### src/adc_mux_defines.vh
// Constants for the converter/multiplexer channel control block.
// Assumes a 10 MHz core clock and one-cycle command pulses from the processor I/O bus.
//
// Overview of operation
// Set-channel command loads channel register from working register bits 0 to 5.
// Channel register is six bits wide, addressing up to 64 channels.
// Increment-channel command adds one to the channel register.
// Incrementing from the highest implemented channel wraps to channel zero.
// Processor picks any channel, sets it, then reads the digitized word.
// In sequential use processor increments the channel after each read.
// Random sample: set, convert, clear working register, poll done, read.
// With interrupts enabled, device signals processor whenever a result is ready.
// Clear-channel command resets channel register to zero.
// Convert command clears done flag, digitizes channel, then sets done flag.
// Skip-on-done command requests a skip only while done flag is set.
// Read command drives result left-justified, low bits zero, and clears done.
// Commands act only when the device selection code matches this device.
`ifndef ADC_MUX_DEFINES_VH
`define ADC_MUX_DEFINES_VH

`define CONV_DEV_CODE 6'o53
`define MUX_DEV_CODE 6'o54
`define CHAN_W 6
`define WORD_W 12
`define CHAN_ZERO 6'h00
`define CHAN_ONE 6'h01
`define CHAN_MAX_DEFAULT 6'h3F
`define AC_CHAN_LSB 0
`define RES_ZERO 12'h000
`define CNT_W 10
`define CNT_ZERO 10'h000
`define CNT_ONE 10'h001
`define CONV_CYCLES_FULL 10'h172
`define SETTLE_CYCLES_ADD 10'h014
`define WORD_LEN_MAX 4'hC
`define BIT_STEP_SHIFT 3
`define CLK_MHZ 10
`define CONV_TIME_NS 37000
`define CLK_PERIOD_NS 100
`define SETTLE_TIME_NS 2000

`endif

### src/adc_mux_conv_timer.v
// Conversion timer: counts a conversion time and pulses when done.
// Assumes a start pulse on the core clock; restart reloads the count.
`timescale 1ns/10ps
`default_nettype none
`include "adc_mux_defines.vh"

module adc_mux_conv_timer (
	input wire i_core_clk,
	input wire i_rst,
	input wire i_start,
	input wire [`CNT_W-1:0] i_cycles,
	output reg o_busy,
	output reg o_done
);

	reg [`CNT_W-1:0] count;

	always @(posedge i_core_clk or posedge i_rst) begin
		if (i_rst) begin
			count <= `CNT_ZERO;
			o_busy <= 1'b0;
			o_done <= 1'b0;
		end else begin
			o_done <= 1'b0;
			if (i_start) begin
				count <= i_cycles;
				o_busy <= 1'b1;
			end else if (o_busy) begin
				if (count <= `CNT_ONE) begin
					o_busy <= 1'b0;
					o_done <= 1'b1;
					count <= `CNT_ZERO;
				end else begin
					count <= count - `CNT_ONE;
				end
			end
		end
	end

endmodule
`default_nettype wire

### src/adc_mux_channel_control.v
// Converter/multiplexer channel control: decodes I/O command pulses for the
// conversion and multiplexer device codes, holds the channel register and done flag.
// Assumes command pulses and device code come from logic on the same core clock;
// the digitized sample arrives as a word from the analog front end on the same clock.
`timescale 1ns/10ps
`default_nettype none
`include "adc_mux_defines.vh"

module adc_mux_channel_control (
	input wire i_core_clk,
	input wire i_rst,
	input wire [5:0] i_device_code,
	input wire i_io_command_pulse_1,
	input wire i_io_command_pulse_2,
	input wire i_io_command_pulse_3,
	input wire [`WORD_W-1:0] i_processor_working_register,
	input wire [`WORD_W-1:0] i_sample_word,
	input wire [3:0] i_word_length,
	input wire [`CHAN_W-1:0] i_chan_max,
	input wire i_int_enable,
	output reg [`CHAN_W-1:0] o_channel_address_register,
	output reg o_done_flag,
	output reg o_skip_req,
	output reg [`WORD_W-1:0] o_read_data,
	output reg o_read_valid,
	output reg o_int_req,
	output reg o_converting
);

	// Full-length conversion and channel settle, in core clock cycles
	localparam [`CNT_W-1:0] CONV_CYCLES = `CONV_CYCLES_FULL;
	localparam [`CNT_W-1:0] SETTLE_CYCLES = `SETTLE_CYCLES_ADD;

	// ---------------------------------------------------------------
	// Command decode
	// ---------------------------------------------------------------
	wire sel_conv = (i_device_code == `CONV_DEV_CODE);
	wire sel_mux = (i_device_code == `MUX_DEV_CODE);
	wire skip_on_done_cmd = sel_conv & i_io_command_pulse_1;
	wire convert_cmd = sel_conv & i_io_command_pulse_2;
	wire read_result_cmd = sel_conv & i_io_command_pulse_3;
	wire clear_channel_cmd = sel_mux & i_io_command_pulse_1;
	wire set_channel_cmd = sel_mux & i_io_command_pulse_2;
	wire increment_channel_cmd = sel_mux & i_io_command_pulse_3;

	// ---------------------------------------------------------------
	// Channel address register
	// ---------------------------------------------------------------
	reg [`CHAN_W-1:0] next_chan;
	reg chan_changed;

	always @* begin
		next_chan = o_channel_address_register;
		if (clear_channel_cmd)
			next_chan = `CHAN_ZERO;
		if (set_channel_cmd)
			next_chan = i_processor_working_register[`AC_CHAN_LSB +: `CHAN_W];
		if (increment_channel_cmd) begin
			if (o_channel_address_register >= i_chan_max)
				next_chan = `CHAN_ZERO;
			else
				next_chan = o_channel_address_register + `CHAN_ONE;
		end
	end

	always @(posedge i_core_clk or posedge i_rst) begin
		if (i_rst) begin
			o_channel_address_register <= `CHAN_ZERO;
			chan_changed <= 1'b0;
		end else begin
			o_channel_address_register <= next_chan;
			chan_changed <= set_channel_cmd | increment_channel_cmd;
		end
	end

	// ---------------------------------------------------------------
	// Conversion timing: shorter words convert faster, channel set or increment adds settle
	// ---------------------------------------------------------------
	wire start_conv = convert_cmd | chan_changed;
	wire [`CNT_W-1:0] unused_bits = {6'h00, (`WORD_LEN_MAX - i_word_length)};
	wire [`CNT_W-1:0] len_cycles = CONV_CYCLES - (unused_bits << `BIT_STEP_SHIFT);
	wire [`CNT_W-1:0] conv_cycles = chan_changed ? (len_cycles + SETTLE_CYCLES) : len_cycles;
	wire conv_busy;
	wire conv_done;

	adc_mux_conv_timer u_timer (
		.i_core_clk(i_core_clk),
		.i_rst(i_rst),
		.i_start(start_conv),
		.i_cycles(conv_cycles),
		.o_busy(conv_busy),
		.o_done(conv_done)
	);

	// ---------------------------------------------------------------
	// Result mask: short words keep only their top bits
	// ---------------------------------------------------------------
	wire [`WORD_W-1:0] len_mask;
	genvar gb;

	generate
		for (gb = 0; gb < `WORD_W; gb = gb + 1) begin : g_mask
			assign len_mask[gb] = (gb >= unused_bits);
		end
	endgenerate

	// ---------------------------------------------------------------
	// Result buffer
	// ---------------------------------------------------------------
	reg [`WORD_W-1:0] conversion_result_buffer;

	always @(posedge i_core_clk or posedge i_rst) begin
		if (i_rst) begin
			conversion_result_buffer <= `RES_ZERO;
		end else if (conv_done) begin
			conversion_result_buffer <= i_sample_word & len_mask;
		end
	end

	// ---------------------------------------------------------------
	// Done flag: conversion end wins over a same-cycle clear
	// ---------------------------------------------------------------
	always @(posedge i_core_clk or posedge i_rst) begin
		if (i_rst) begin
			o_done_flag <= 1'b0;
		end else if (conv_done) begin
			o_done_flag <= 1'b1;
		end else if (start_conv | read_result_cmd) begin
			o_done_flag <= 1'b0;
		end
	end

	// ---------------------------------------------------------------
	// Conversion busy indication
	// ---------------------------------------------------------------
	always @(posedge i_core_clk or posedge i_rst) begin
		if (i_rst) begin
			o_converting <= 1'b0;
		end else begin
			o_converting <= conv_busy | start_conv;
		end
	end

	// ---------------------------------------------------------------
	// Skip request: one cycle, only while done is set
	// ---------------------------------------------------------------
	always @(posedge i_core_clk or posedge i_rst) begin
		if (i_rst) begin
			o_skip_req <= 1'b0;
		end else begin
			o_skip_req <= skip_on_done_cmd & o_done_flag;
		end
	end

	// ---------------------------------------------------------------
	// Read port: result for one cycle, zero otherwise
	// ---------------------------------------------------------------
	always @(posedge i_core_clk or posedge i_rst) begin
		if (i_rst) begin
			o_read_valid <= 1'b0;
			o_read_data <= `RES_ZERO;
		end else begin
			o_read_valid <= read_result_cmd;
			o_read_data <= read_result_cmd ? conversion_result_buffer : `RES_ZERO;
		end
	end

	// ---------------------------------------------------------------
	// Interrupt request: level until convert, read or disable
	// ---------------------------------------------------------------
	always @(posedge i_core_clk or posedge i_rst) begin
		if (i_rst) begin
			o_int_req <= 1'b0;
		end else if (conv_done) begin
			o_int_req <= i_int_enable;
		end else if (start_conv | read_result_cmd | ~i_int_enable) begin
			o_int_req <= 1'b0;
		end
	end

endmodule
`default_nettype wire

### config.mk
export PLATFORM = sky130hd
export DESIGN_NAME = adc_mux_channel_control
export DESIGN_NICKNAME = d
export VERILOG_FILES = /design/src/adc_mux_conv_timer.v /design/src/adc_mux_channel_control.v
export VERILOG_INCLUDE_DIRS = /design/src
export SDC_FILE = /design/constraint.sdc
export NUM_CORES = 1
export LEC_CHECK = 0
export BUFFER_PORTS_ARGS = -buffer_cell sky130_fd_sc_hd__buf_4
export CELL_PAD_IN_SITES_DETAIL_PLACEMENT = 1
export CELL_PAD_IN_SITES_GLOBAL_PLACEMENT = 1
export CORE_MARGIN = 2
export CORE_UTILIZATION = 40
export CTS_CLUSTER_DIAMETER = 120
export DETAILED_ROUTE_END_ITERATION = 8
export PLACE_DENSITY = 0.81
export SETUP_SLACK_MARGIN = 0.05
export SLEW_MARGIN = 20
export SYNTH_ARGS = -nofsm -noshare
export SYNTH_HDL_FRONTEND = slang
export SYNTH_SLANG_ARGS = --single-unit
export TNS_END_PERCENT = 20
### constraint.sdc
create_clock -name i_core_clk -period 3.8 [get_ports i_core_clk]
set_input_delay 0.76 -clock i_core_clk [delete_from_list [all_inputs] [get_ports i_core_clk]]
set_output_delay 0.76 -clock i_core_clk [all_outputs]
set_load 0.01 [all_outputs]
==> key figures <==
Run status
  • Outcome: finished, final reports clean

STA
  • Worst Skew: 0.00781 ns
  • Final setup fails: 0
  • Normalized max-slew margin: 0.354
  • Fmax: 402 MHz
  • Final WS setup: 1.31 ns
  • Count of pins over their slew limit: 0
  • Final hold vios: 0
  • Fin crit share: 0.654
  • RSZ-0062 raised after global routing: no
  • Tmin final: 2.49 ns
  • TNS Setup: 0 ns
  • Slew @ Worst Pin: 0.969 ns

Power and ir drop
  • Switching share of power: 0.337
  • Internal power: 1.05 mW
  • IR drop worst, VDD: 0.254 mV
  • Seq pwr share: 0.455
  • Combinational cell fraction of total power: 0.304
  • Net Sw Power: 533 uW
  • Clk pwr share: 0.241
  • Leak: 1.62 nW
  • Pwr dens: 492 mW/mm^2

Clock tree
  • Worst skew pair latency: 0.31 ns
  • Clock tree buffer depth: 2
  • Post-CTS sizing: 0
  • Clk slew on worst S/H paths: 0.09 ns
  • Cts bufs inserted: 5
  • H-tree depth: 2
  • Clock sink count: 48
  • Post-CTS Setup Inserts: 0
  • Cts hold-fix bufs: 0
  • CTS tree: done
  • CTS root buffer: clkbuf_8

Synthesis
  • Post-synthesis simple-gate area fraction: 0.198
  • Avg Synthesized Cell Area: 9.38 um^2
  • Post-synthesis async set-or-reset flop share: 1.00
  • Commonest register cell after synthesis: dfrtp_1
  • Synthesis Warnings: 0
  • XOR/XNOR Fraction of Synth Area: 0.0238
  • Post-synthesis mux area share: 0.0204
  • Main combinational cell family by area after synthesis: simple AND/OR/NAND/NOR gates
  • Post-synth top cells: 48 x dfrtp_1, 32 x inv_1, 26 x nor2_1, 18 x nand2_1, 18 x o21ai_0
  • Cells after synthesis: 275
  • Yosys top cell area share: 0.466
  • Post-synth EDFFs: 0
  • Synthesized cell area: 0.00258 mm^2
  • Synth top area cells: dfrtp_1 47%, ha_1 6.8%, inv_1 4.7%
  • Most common cell in the netlist: dfrtp_1
  • #FFs+latches synth: 48
  • Post-synthesis sequential area ratio: 0.466
  • Compound-cell area share of the yosys netlist: 0.160
  • Synth cell types: 50
  • Syn Nets: 335
  • Synth area leader: dfrtp_1
  • Post-Synth Adder-Cell Area: 0.0679

Setup path
  • Delay-heaviest family, CP: simple AND/OR/NAND/NOR gates
  • Critical Path Slowest Stage Cell: nor3_1
  • Bufs and invs on worst path: 1
  • Data arrival, critical path: 2.63 ns
  • Critical Path End Type: flop
  • Cell Chain, Critical Path: buf_4, nand3b_1, nor3_1, a21oi_1, nor3_1, a22oi_1
  • Startpoint Class: primary input
  • CP most frequent cell: nor3_1
  • Critical Path RT: 3.94 ns
  • Crit Path Category: in2reg
  • R2R setup slack: 1.43 ns
  • Crit Path Max Fanout: 12
  • Worst path max stage delay: 0.67 ns

Die
  • Io pins: 69
  • Initial Util: 0.411
  • Row count: 29
  • Die Footprint: 0.00710 mm^2
  • Die W: 84.3 um
  • Die Y-Extent: 84.3 um
  • Core area: 0.00628 mm^2

Drt
  • Final WL: 6.55 mm
  • First-pass DRT Iterations: 4
  • DRC viols: 0
  • Via count: 2216
  • Antenna-violating nets left: 0
  • Initial detailed-routing violation count: 80
  • DR vias/cell: 5.39
  • WL/cell: 15.9 um

Finish
  • Fin area: 0.00321 mm^2
  • Ratio of cells with drive above 1 in the final layout: 0.237
  • Layout Nets: 393
  • Antenna cells: 0
  • Syn-to-layout area delta: 24.6%
  • Post-Layout Cell Count: 411

Placed design
  • Placed inst area: 0.00310 mm^2
  • # port buffers: 62
  • Global placement routability congestion: 0.807
  • Detailed placement HPWL: 5.03 mm
  • Worst slack, placed: 1.00 ns
  • # placed instances: 403

Min path
  • Worst min path class: reg2reg

Global routing
  • GRT Overall Usage: 0.192
  • GRT overflow: 0
  • First-pass GRT wire length: 11.1 mm
  • Largest net degree at the start of global routing: 49
  • Antenna violations before repair: 0
  • Vias in the first global route: 2316

Flow run
  • Max-cap violations: 0
-- registers in the layout, indices dropped and copies added (netlist names), 6 cells and up --
signal	count
o_read_data	12
conversion_result_buffer	12
o_channel_address_register	6
u_timer.count	10
-- power by group through the flow --
stage | Clock [mW] | Combinational (mW) | Sequential (mW)
3_3_place_gp | 0 | 0.458 | 0.720
2_1_floorplan | 0 | 0.338 | 0.706
4_1_cts | 0.386 | 0.488 | 0.720
3_5_place_dp | 0 | 0.484 | 0.730
6_report | 0.380 | 0.481 | 0.720
5_1_grt | 0.411 | 0.546 | 0.739
-- logic make-up after synthesis --
family / after synthesis
compound gates: 63
mux: 5
simple gates: 95
flops: 48
xor+xnor: 7
fa+ha+maj: 14
buf+inv: 43
-- cells in the final DEF, fill, tap and decap left out, drive strengths merged, types with 2 or more instances in the layout --
cell	count
buf	62
dfrtp	48
inv	31
nor2	26
o21ai	21
nand2	18
ha	14
a21oi	9
nor3	8
nand3	6
nand2b	6
a22oi	6
o22ai	5
clkbuf	5
or3	4
nand4	4
xor2	4
o211ai	4
nor2b	4
or4	4
nand3b	3
xnor2	3
and3	3
a21o	3
mux2i	3
clkinv	3
nor3b	2
mux2	2
a31o	2
a31oi	2
a211oi	2
nor4	2
-- per-stage QoR --
| stage | power [mW] | hold WS (ns) | util |
|---|---|---|---|
| 2_1_floorplan | 1.04 | 0.457 | - |
| 3_3_place_gp | 1.18 | 0.471 | 0.493 |
| 3_5_place_dp | 1.21 | 0.482 | 0.493 |
| 4_1_cts | 1.59 | 0.503 | 0.512 |
| 5_1_grt | 1.70 | 0.531 | 0.512 |
| 6_report | 1.58 | 0.501 | 0.512 |
-- worst paths after layout --
kind	endpoint	depth (start not counted)	startpoint
worst max-delay path	u_timer.count[8]	6	i_device_code[4]
worst min-delay path	o_read_data[2]	2	conversion_result_buffer[2]
worst max register to register	o_channel_address_register[2]	7	o_channel_address_register[0]
worst min register to register	o_read_data[2]	2	conversion_result_buffer[2]
max in group asynchronous	chan_changed	2	i_rst
min in group asynchronous	o_read_data[7]	2	i_rst
-- routing by layer --
layer  GRT usage  routed length [um]  vias to the layer above
li1            -                   -                     1076
met1       0.258                2910                     1070
met2       0.323                3240                       64
met3      0.0374                 343                        6
met4      0.0469                  53                        0
met5           0                   0                        -
-- worst reg2reg max path, cell delays in order, from the launching register on --
cell and delay, ns:
dfrtp_1 0.44, inv_1 0.09, ha_1 0.27, nand2b_1 0.16, a2111o_1 0.42, a211oi_2 0.57, a32oi_1 0.22, o21ai_1 0.13
-- final cells by class --
type	count	area (um^2)
Fill cell	745	3060
Multi-Input combinational cell	184	1210
Sequential cell	48	1200
Timing Repair Buffer	62	465
Inverter	32	121
Tap cell	77	96.3
Clock buffer	5	68.8
Clock inverter	3	47.5
No activity file was read; power rests on OpenSTA's default activity.
